**config.mk**
```make
export PLATFORM = sky130hd
export DESIGN_NAME = drpm_core
export DESIGN_NICKNAME = d
export VERILOG_FILES = /design/src/core/drpm_pkg.sv /design/src/core/drpm_core.sv /design/src/core/drpm_bank_mem.sv
export SDC_FILE = /design/constraint.sdc
export NUM_CORES = 1
export LEC_CHECK = 0
export BUFFER_PORTS_ARGS = -buffer_cell sky130_fd_sc_hd__buf_2
export CORE_MARGIN = 8
export CORE_UTILIZATION = 55
export CTS_CLUSTER_DIAMETER = 60
export DETAILED_ROUTE_END_ITERATION = 8
export GPL_TIMING_DRIVEN = 0
export PLACE_DENSITY_LB_ADDON = 0.08
export SLEW_MARGIN = 10
export SYNTH_ARGS = -nofsm -noshare
export SYNTH_HDL_FRONTEND = slang
export SYNTH_HIERARCHICAL = 1
export SYNTH_SLANG_ARGS = --single-unit
export TNS_END_PERCENT = 10
```
**constraint.sdc**
```tcl
create_clock -name i_clock -period 3 [get_ports i_clock]
set_clock_uncertainty 0.2 [all_clocks]
set_input_delay 0 -clock i_clock [delete_from_list [all_inputs] [get_ports i_clock]]
set_output_delay 0 -clock i_clock [all_outputs]
set_load 0.005 [all_outputs]
```
**src/core/drpm_pkg.sv**
```systemverilog
// Constants for the precharge, refresh and power-down state block.
// Assumes one command clock at 20 MHz, active-low async reset.
package drpm_pkg;
  // ==========================================================================
  // Geometry
  localparam int unsigned NUM_BANKS    = 8;         // Internal banks
  localparam int unsigned BANK_W       = 3;         // Bank address width
  localparam int unsigned ALL_BANK_BIT = 10;        // All-bank select bit index
  localparam int unsigned ADDR_W       = 14;        // Address bus width
  // ==========================================================================
  // Timing
  localparam int unsigned CLK_PERIOD_PS     = 50000;  // 20 MHz clock period
  localparam int unsigned RFC_TIME_PS       = 127500; // Refresh cycle time (plain default)
  localparam int unsigned RFC_CYCLES        = (RFC_TIME_PS + CLK_PERIOD_PS - 1) / CLK_PERIOD_PS;
  localparam int unsigned XSRD_CYCLES       = 200;    // Exit-to-read wait in clocks
  localparam int unsigned XSNR_TIME_PS      = 137500; // Exit-to-nonread wait (plain default)
  localparam int unsigned XSNR_CYCLES       = (XSNR_TIME_PS + CLK_PERIOD_PS - 1) / CLK_PERIOD_PS;
  localparam int unsigned CNT_W             = 8;      // Wait counter width
  localparam logic [CNT_W-1:0] RFC_CNT  = CNT_W'(RFC_CYCLES);
  localparam logic [CNT_W-1:0] XSNR_CNT = CNT_W'(XSNR_CYCLES);
  localparam logic [CNT_W-1:0] XSRD_CNT = CNT_W'(XSRD_CYCLES);
  // ==========================================================================
  // Command encodings {ras_n, cas_n, we_n}
  localparam logic [2:0] CMD_NOP       = 3'h7;
  localparam logic [2:0] CMD_ACTIVATE  = 3'h3;
  localparam logic [2:0] CMD_READ      = 3'h5;
  localparam logic [2:0] CMD_WRITE     = 3'h4;
  localparam logic [2:0] CMD_PRECHARGE = 3'h2;
  localparam logic [2:0] CMD_REFRESH   = 3'h1;
  localparam logic [2:0] CMD_MODE      = 3'h0;
  // ==========================================================================
  // Reset values
  localparam logic [NUM_BANKS-1:0] BANKS_RESET = 8'h00;
  localparam logic [CNT_W-1:0]     CNT_RESET   = 8'h00;
  // Power states
  typedef enum logic [2:0] {
    DRPM_IDLE_ACTIVE = 3'b000,  // Normal operation
    DRPM_REFRESHING  = 3'b001,  // Auto refresh in progress
    DRPM_PRE_PD      = 3'b010,  // Precharge power-down
    DRPM_ACT_PD      = 3'b011,  // Active power-down
    DRPM_SELF_REF    = 3'b100,  // Self refresh
    DRPM_SR_EXIT     = 3'b101   // Self refresh exit wait
  } drpm_state_e;
endpackage : drpm_pkg

```
**src/core/drpm_core.sv**
```systemverilog
// Power state and bank idle tracking of the memory device.
// Assumes command pins are synchronous to i_clock and sampled every edge.
//
// How it works
// - all-bank bit high precharges every bank
// - refresh busy for refresh cycle time
// - refresh with clock enable low and all banks idle enters self-refresh
// - exit waits count from first clock-enable-high edge
// - clock enable low with NOP enters power-down
// - idle banks give precharge power-down else active
// - buffers off during power-down, DLL frozen in precharge power-down only
// - clock enable high with NOP exits power-down
`timescale 1ns/1ps
module drpm_core (
  input  wire logic                           i_clock,       // Command clock
  input  wire logic                           i_nrst,        // Async reset, low
  input  wire logic                           i_cke,         // Clock enable pin
  input  wire logic                           i_cs_n,        // Chip select, low
  input  wire logic                           i_ras_n,       // Row strobe, low
  input  wire logic                           i_cas_n,       // Column strobe, low
  input  wire logic                           i_we_n,        // Write enable, low
  input  wire logic [drpm_pkg::ADDR_W-1:0]    i_addr,        // Address pins
  input  wire logic [drpm_pkg::BANK_W-1:0]    i_bank,        // Bank address pins
  output logic      [drpm_pkg::NUM_BANKS-1:0] o_bank_open,   // Open row per bank
  output logic                                o_refresh_busy,// Refresh in progress
  output logic                                o_self_refresh,// In self refresh
  output logic                                o_pre_pd,      // Precharge power-down
  output logic                                o_act_pd,      // Active power-down
  output logic                                o_buffers_off, // Inputs/outputs gated
  output logic                                o_dll_frozen,  // DLL frozen
  output logic                                o_nonread_ok,  // Nonread wait met
  output logic                                o_read_ok      // Read wait met
);
  import drpm_pkg::*;
  // ==========================================================================
  // State record
  typedef struct packed {
    drpm_state_e      state;   // Power state
    logic             cke_q;   // Clock enable at previous edge
    logic [CNT_W-1:0] cnt;     // Wait counter
    logic [CNT_W-1:0] rd_cnt;  // Read wait counter
    logic             nr_ok;   // Nonread wait met
    logic             rd_ok;   // Read wait met
  } drpm_core_s;

  drpm_core_s st;              // Registered state
  drpm_core_s next_st;         // Next state
  logic [2:0] cmd;             // Decoded command
  logic       is_nop;          // NOP or deselect
  logic       cmd_act;         // Activate taken
  logic       cmd_pre;         // Precharge taken
  logic [NUM_BANKS-1:0] open_q;// Registered bank flags

  // Command decode, shared by several checks
  function automatic logic [2:0] decode_cmd(input logic cs_n, input logic ras_n,
                                             input logic cas_n, input logic we_n);
    decode_cmd = cs_n ? CMD_NOP : {ras_n, cas_n, we_n};
  endfunction : decode_cmd

  assign cmd     = decode_cmd(i_cs_n, i_ras_n, i_cas_n, i_we_n);
  assign is_nop  = (cmd == CMD_NOP);
  assign cmd_act = (st.state == DRPM_IDLE_ACTIVE) && st.cke_q && i_cke && (cmd == CMD_ACTIVATE);
  assign cmd_pre = (st.state == DRPM_IDLE_ACTIVE) && st.cke_q && i_cke && (cmd == CMD_PRECHARGE);

  // ==========================================================================
  // Bank open flags
  drpm_bank_mem u_banks (
    .i_clock     (i_clock),
    .i_nrst      (i_nrst),
    .i_activate  (cmd_act),
    .i_precharge (cmd_pre),
    .i_all_banks (i_addr[ALL_BANK_BIT]),
    .i_bank      (i_bank),
    .o_open      (open_q)
  );

  // ==========================================================================
  // Next-state logic
  always_comb begin
    next_st       = st;
    next_st.cke_q = i_cke;
    if (st.rd_cnt != CNT_RESET) begin
      next_st.rd_cnt = st.rd_cnt - 8'h01;
    end
    case (st.state)
      DRPM_IDLE_ACTIVE: begin
        // Entry only from cke high previous edge
        if (st.cke_q && !i_cke && cmd == CMD_REFRESH && open_q == BANKS_RESET) begin
          next_st.state = DRPM_SELF_REF;
        end else if (st.cke_q && !i_cke && is_nop) begin
          next_st.state = (open_q == BANKS_RESET) ? DRPM_PRE_PD : DRPM_ACT_PD;
        end else if (st.cke_q && i_cke && cmd == CMD_REFRESH) begin
          next_st.state = DRPM_REFRESHING;
          next_st.cnt   = RFC_CNT - 8'h01;
        end
      end
      DRPM_REFRESHING: begin
        // Counts the refresh cycle time down
        if (st.cnt == CNT_RESET) begin
          next_st.state = DRPM_IDLE_ACTIVE;
        end else begin
          next_st.cnt = st.cnt - 8'h01;
        end
      end
      DRPM_PRE_PD, DRPM_ACT_PD: begin
        // Synchronous exit on cke high with NOP
        if (i_cke && is_nop) begin
          next_st.state = DRPM_IDLE_ACTIVE;
        end
      end
      DRPM_SELF_REF: begin
        // Exit waits start at first cke high edge
        if (i_cke) begin
          next_st.state  = DRPM_SR_EXIT;
          next_st.nr_ok  = 1'b0;
          next_st.rd_ok  = 1'b0;
          next_st.cnt    = XSNR_CNT - 8'h01;
          next_st.rd_cnt = XSRD_CNT - 8'h01;
        end
      end
      DRPM_SR_EXIT: begin
        // Nonread wait, then normal operation
        if (st.cnt == CNT_RESET) begin
          next_st.state = DRPM_IDLE_ACTIVE;
          next_st.nr_ok = 1'b1;
        end else begin
          next_st.cnt = st.cnt - 8'h01;
        end
      end
      default: begin
        next_st.state = DRPM_IDLE_ACTIVE;
      end
    endcase
    // Read wait ends after the exit-to-read count
    if (!st.rd_ok && st.rd_cnt == CNT_RESET && st.state != DRPM_SELF_REF
        && next_st.state != DRPM_SR_EXIT) begin
      next_st.rd_ok = 1'b1;
    end else if (!st.rd_ok && st.rd_cnt == CNT_RESET && st.state == DRPM_SR_EXIT
                 && next_st.state == DRPM_SR_EXIT) begin
      next_st.rd_ok = 1'b1;
    end
  end

  // ==========================================================================
  // State register
  always_ff @(posedge i_clock or negedge i_nrst) begin
    if (!i_nrst) begin
      st.state  <= DRPM_IDLE_ACTIVE;
      st.cke_q  <= 1'b0;
      st.cnt    <= CNT_RESET;
      st.rd_cnt <= CNT_RESET;
      st.nr_ok  <= 1'b1;
      st.rd_ok  <= 1'b1;
    end else begin
      st <= next_st;
    end
  end

  // ==========================================================================
  // Registered outputs
  always_ff @(posedge i_clock or negedge i_nrst) begin
    if (!i_nrst) begin
      o_bank_open    <= BANKS_RESET;
      o_refresh_busy <= 1'b0;
      o_self_refresh <= 1'b0;
      o_pre_pd       <= 1'b0;
      o_act_pd       <= 1'b0;
      o_buffers_off  <= 1'b0;
      o_dll_frozen   <= 1'b0;
      o_nonread_ok   <= 1'b1;
      o_read_ok      <= 1'b1;
    end else begin
      o_bank_open    <= open_q;
      o_refresh_busy <= (next_st.state == DRPM_REFRESHING);
      o_self_refresh <= (next_st.state == DRPM_SELF_REF);
      o_pre_pd       <= (next_st.state == DRPM_PRE_PD);
      o_act_pd       <= (next_st.state == DRPM_ACT_PD);
      o_buffers_off  <= (next_st.state == DRPM_PRE_PD) || (next_st.state == DRPM_ACT_PD)
                        || (next_st.state == DRPM_SELF_REF);
      o_dll_frozen   <= (next_st.state == DRPM_PRE_PD);
      o_nonread_ok   <= next_st.nr_ok;
      o_read_ok      <= next_st.rd_ok;
    end
  end

  // ==========================================================================
  // Checks
  property p_pd_entry;
    @(posedge i_clock) disable iff (!i_nrst)
      (st.state == DRPM_IDLE_ACTIVE && st.cke_q && !i_cke && is_nop)
      |=> (st.state == DRPM_PRE_PD || st.state == DRPM_ACT_PD);
  endproperty
  a_pd_entry: assert property (p_pd_entry) else $error("power-down not entered");

  property p_pd_kind;
    @(posedge i_clock) disable iff (!i_nrst)
      (st.state == DRPM_IDLE_ACTIVE && st.cke_q && !i_cke && is_nop && open_q == BANKS_RESET)
      |=> o_pre_pd && o_dll_frozen;
  endproperty
  a_pd_kind: assert property (p_pd_kind) else $error("wrong power-down kind");

  // An open row at entry must give active power-down, DLL left running
  property p_act_pd_kind;
    @(posedge i_clock) disable iff (!i_nrst)
      (st.state == DRPM_IDLE_ACTIVE && st.cke_q && !i_cke && is_nop && open_q != BANKS_RESET)
      |=> o_act_pd && !o_dll_frozen && o_buffers_off;
  endproperty
  a_act_pd_kind: assert property (p_act_pd_kind) else $error("active power-down missed");

  // Buffers stay off, tied to a low-power state, while cke stays low
  property p_buf_off;
    @(posedge i_clock) disable iff (!i_nrst)
      (o_buffers_off && !i_cke) |=> o_buffers_off && (o_pre_pd || o_act_pd || o_self_refresh);
  endproperty
  a_buf_off: assert property (p_buf_off) else $error("buffers on in power-down");

  property p_pd_exit;
    @(posedge i_clock) disable iff (!i_nrst)
      ((st.state == DRPM_PRE_PD || st.state == DRPM_ACT_PD) && i_cke && is_nop)
      |=> st.state == DRPM_IDLE_ACTIVE;
  endproperty
  a_pd_exit: assert property (p_pd_exit) else $error("power-down not exited");

  property p_sr_entry;
    @(posedge i_clock) disable iff (!i_nrst)
      (st.state == DRPM_IDLE_ACTIVE && st.cke_q && !i_cke && cmd == CMD_REFRESH
       && open_q == BANKS_RESET) |=> o_self_refresh;
  endproperty
  a_sr_entry: assert property (p_sr_entry) else $error("self refresh not entered");

  property p_sr_exit_wait;
    @(posedge i_clock) disable iff (!i_nrst)
      (st.state == DRPM_SELF_REF && i_cke) |=> (!st.nr_ok && !st.rd_ok)
      ##(XSNR_CYCLES) st.nr_ok;
  endproperty
  a_sr_exit_wait: assert property (p_sr_exit_wait) else $error("nonread wait wrong");

  property p_rfc;
    @(posedge i_clock) disable iff (!i_nrst)
      (st.state == DRPM_IDLE_ACTIVE && st.cke_q && i_cke && cmd == CMD_REFRESH)
      |=> (st.state == DRPM_REFRESHING)[*3] ##1 st.state == DRPM_IDLE_ACTIVE;
  endproperty
  a_rfc: assert property (p_rfc) else $error("refresh time wrong");

  property p_pre_all;
    @(posedge i_clock) disable iff (!i_nrst)
      (cmd_pre && i_addr[ALL_BANK_BIT]) |=> open_q == BANKS_RESET;
  endproperty
  a_pre_all: assert property (p_pre_all) else $error("all-bank precharge missed");

endmodule : drpm_core

```
**src/core/drpm_bank_mem.sv**
```systemverilog
// Open-row flags of all banks, with a registered read port.
// Assumes the caller applies precharge, activate and all-bank clear.
`timescale 1ns/1ps
module drpm_bank_mem (
  input  wire logic                           i_clock,     // Command clock
  input  wire logic                           i_nrst,      // Async reset, low
  input  wire logic                           i_activate,  // Open row in bank
  input  wire logic                           i_precharge, // Close row(s)
  input  wire logic                           i_all_banks, // Precharge all banks
  input  wire logic [drpm_pkg::BANK_W-1:0]    i_bank,      // Target bank
  output logic      [drpm_pkg::NUM_BANKS-1:0] o_open       // Registered open flags
);
  import drpm_pkg::*;
  // ==========================================================================
  // Bank update
  // Single register process; loop marks each bank
  always_ff @(posedge i_clock or negedge i_nrst) begin
    if (!i_nrst) begin
      o_open <= BANKS_RESET;
    end else begin
      for (int b = 0; b < NUM_BANKS; b++) begin
        if (i_precharge && (i_all_banks || i_bank == BANK_W'(b))) begin
          o_open[b] <= 1'b0;
        end else if (i_activate && i_bank == BANK_W'(b)) begin
          o_open[b] <= 1'b1;
        end
      end
    end
  end
endmodule : drpm_bank_mem

```
==> summary.txt <==
Status
  • Outcome: finished, final reports clean

Floorplan
  • DIE HEIGHT: 78.2 um
  • Die width: 78.2 um
  • Ports: 40
  • Initial core utilization: 57.7%
  • Core box area: 3690 um2
  • Die area: 6110 um2
  • Row count: 22

Critical path
  • Worst path top cell family by delay: buffers and inverters
  • Reg2Reg Setup Slack: 420 ps
  • Slowest CP cell: dlygate4sd3_1
  • Crit path DAT: 2560 ps
  • CP max FO: 10
  • Path depth of the worst reg2reg path: 7
  • CP Capture Type: flop
  • CP Cell Sequence: buf_6 > nor4b_1 > nand3_1 > nor3b_1 > clkbuf_1 > o21ai_1 > dlygate4sd3_1
  • CP Class: flop to flop
  • Worst R2R Start: st[21]
  • Crit path to: u_banks/o_open[2]
  • Crit Reg-Reg Endpoint: u_banks/o_open[2]
  • Worst setup path startpoint: st[21]
  • Number of cells on the critical path: 7
  • Critical Path Start Type: flop
  • Crit-path max cell delay: 570 ps
  • Worst EP required: 2980 ps
  • CP bufs+invs: 3

Clock network
  • Clock transition at the registers of the reported paths: 80 ps
  • Clock sinks: 43
  • Root buffer cell: clkbuf_8
  • Clk Latency, worst-skew pair: 290 ps
  • CTS tree: built
  • Post-CTS setup buffers: 0
  • Cts bufs inserted: 5
  • Clock Path Buffers: 2
  • Max H-tree Level: 2
  • PostCTS Resize Cnt: 0

Synthesis
  • Seq/Total Area, Yosys: 50.7%
  • #FFs+latches synth: 43
  • Number of enable flip-flop cells after synthesis: 0
  • Avg Inst Size Synth: 10.4 um2
  • Primary FF master, synth: dfrtp_1
  • Post-Syn Area: 2130 um2
  • Mapped Nets: 231
  • Yosys cell types: 51
  • Synthesis warning total: 6
  • Asr flop ratio synth: 100%
  • Post-Synthesis Cells: 204

Final layout
  • Nets: 274
  • Synth-to-layout area growth: 18.4%
  • Register area: 1080 um2
  • Most frequent cells in the layout: dfrtp_1 (41), buf_2 (25), nor2_1 (23)
  • Fillers: 300
  • Footprint of the multi-input gates: 931 um2
  • Most common cell after layout, fill and taps aside: dfrtp_1
  • Share of cells above drive strength 1: 21.8%
  • Inserted Diodes: 0

Drt
  • Via Count: 1,683
  • DR iter-0 viols: 70
  • DRT Wirelength: 4400 um
  • Drt pass-1 iters: 4
  • Final ANT Viol Nets: 0
  • Drt drc: 0
  • Vias/cell: 5.69
  • DR WL/cell: 14.9 um

Placement
  • PortBufs: 24
  • Detail Placement HPWL: 3090 um
  • Routability cong.: 0.813

Worst hold path
  • Hold Crit Class: primary input to flop
  • Hold depth: 4

Global routing
  • Met3 usage: 4.56%
  • Met2 Track Usage GR: 24.2%
  • Initial antenna violation count: 0
  • Number of global-route vias before repair: 1,689
  • Total GRT Usage: 15.0%
  • GR Overflow Total: 0
  • Pin count of the biggest net entering global routing: 44
  • First-pass GRT wire length: 7600 um
  • Most Used Layer, Global Route: met2
  • Met1 Usage GRT: 18.4%

STA
  • Period utilisation layout: 86.0%
  • Worst slew pin tran: 906 ps
  • Final setup fails: 0
  • Max-Slew Margin vs Limit: 39.6%
  • Final hold violation count: 0
  • Tmin final: 2580 ps
  • Unrepaired setup endpoints after global routing: no
  • Slew Viols, Final: 0
  • Peak Freq: 388 MHz
  • Setup TNS: 0 ps

Power and ir drop
  • VDD IR-drop max: 245 uV
  • Total power: 1.01 mW
  • Leakage: 1.13 nW
  • Pwr Density: 401 nW/um2

Run
  • Max Cap Violations: 0
## repair_timing
action                     4_1_cts  5_1_grt
hold buffers                    12        0
setup endpoints to repair        0        0
hold endpoints to repair        52        0
## where the power goes
group | switching, mW | internal [mW]
logic | 0.0330 | 0.0208
clock network | 0.190 | 0.186
registers | 0.000995 | 0.580
total | 0.224 | 0.786
## cell type report
cell class	count	share of cell area, %
Clock buffer	7	3.43
Multi-Input combinational cell	139	37.0
Buffer	8	2.58
Timing Repair Buffer	36	9.54
Sequential cell	43	42.8
Inverter	14	2.09
Tap cell	48	2.38
Clock inverter	1	0.199
## routing by layer
layer | share of wire, % | vias to the layer above
met1 | 46 | 828
met2 | 47 | 32
met4 | 1.6 | 0
li1 | - | 816
met3 | 4.9 | 7
met5 | 0 | -
## worst min path at each step
stage / startpoint / to / slack [ps]
3_3_place_gp: i_nrst / st[5] / -30
5_1_grt: i_we_n / u_banks/o_open[6] / 110
6_report: i_we_n / u_banks/o_open[6] / 60
2_1_floorplan: i_nrst / o_act_pd / -500
4_1_cts: i_we_n / u_banks/o_open[6] / 60
3_5_place_dp: i_nrst / st[8] / -20
## Yosys cell counts, drive strengths merged (3+ instances only)
cell type,n,area [um2]
inv,14,52.6
a311oi,3,26.3
nand2,8,30.0
ha,3,37.5
a21boi,3,22.5
nor4,3,18.8
nor2,24,92.6
nor2b,3,33.8
dfrtp,41,1030
o311ai,4,42.6
nand2b,3,18.8
a31oi,7,43.8
o21ai,15,75.1
nand3,6,30.0
nor4b,4,35.0
buf,6,57.6
a21oi,11,55.1
nor3,3,15.0
o211ai,3,36.3
a211oi,3,35.0
xnor2,8,70.1
## cell families (layout without fill, tap and decap cells)
kind of cell / after synthesis / count (layout) / synth area share [%]
adder cells (fa/ha/maj): 3 / 3 / 1.76
AND/OR/NAND/NOR: 66 / 66 / 17.2
XOR/XNOR: 10 / 10 / 4.12
multiplexers: 2 / 2 / 1.24
flip-flops: 43 / 43 / 50.7
AO/OA/AOI/OAI: 58 / 58 / 19.5
buffers and inverters: 22 / 66 / 5.53
## through the flow
stage	instance area (um2)	cells	worst slack, ps	utilization [%]	hold slack [ps]
6_report	2520	296	421	68.3	63.2
5_1_grt	2520	296	95.9	68.3	114
4_1_cts	2520	296	438	68.3	60.7
2_1_floorplan	2130	204	646	-	-496
3_5_place_dp	2310	276	503	62.6	-15.2
3_3_place_gp	2310	276	531	62.6	-30.5
## state kept, by name (all words and copies together) (netlist names)
register and cells:
o_act_pd 1, o_bank_open 8, o_buffers_off 1, o_dll_frozen 1, o_nonread_ok 1, o_read_ok 1
o_refresh_busy 1, o_self_refresh 1, st 20, u_banks/o_open 8
## tightest hold or removal path, cell delays in order
cell and delay, ps:
buf_2 120, nor3b_1 60, a21boi_0 120, a311oi_1 200
No activity file was read; power rests on OpenSTA's default activity.
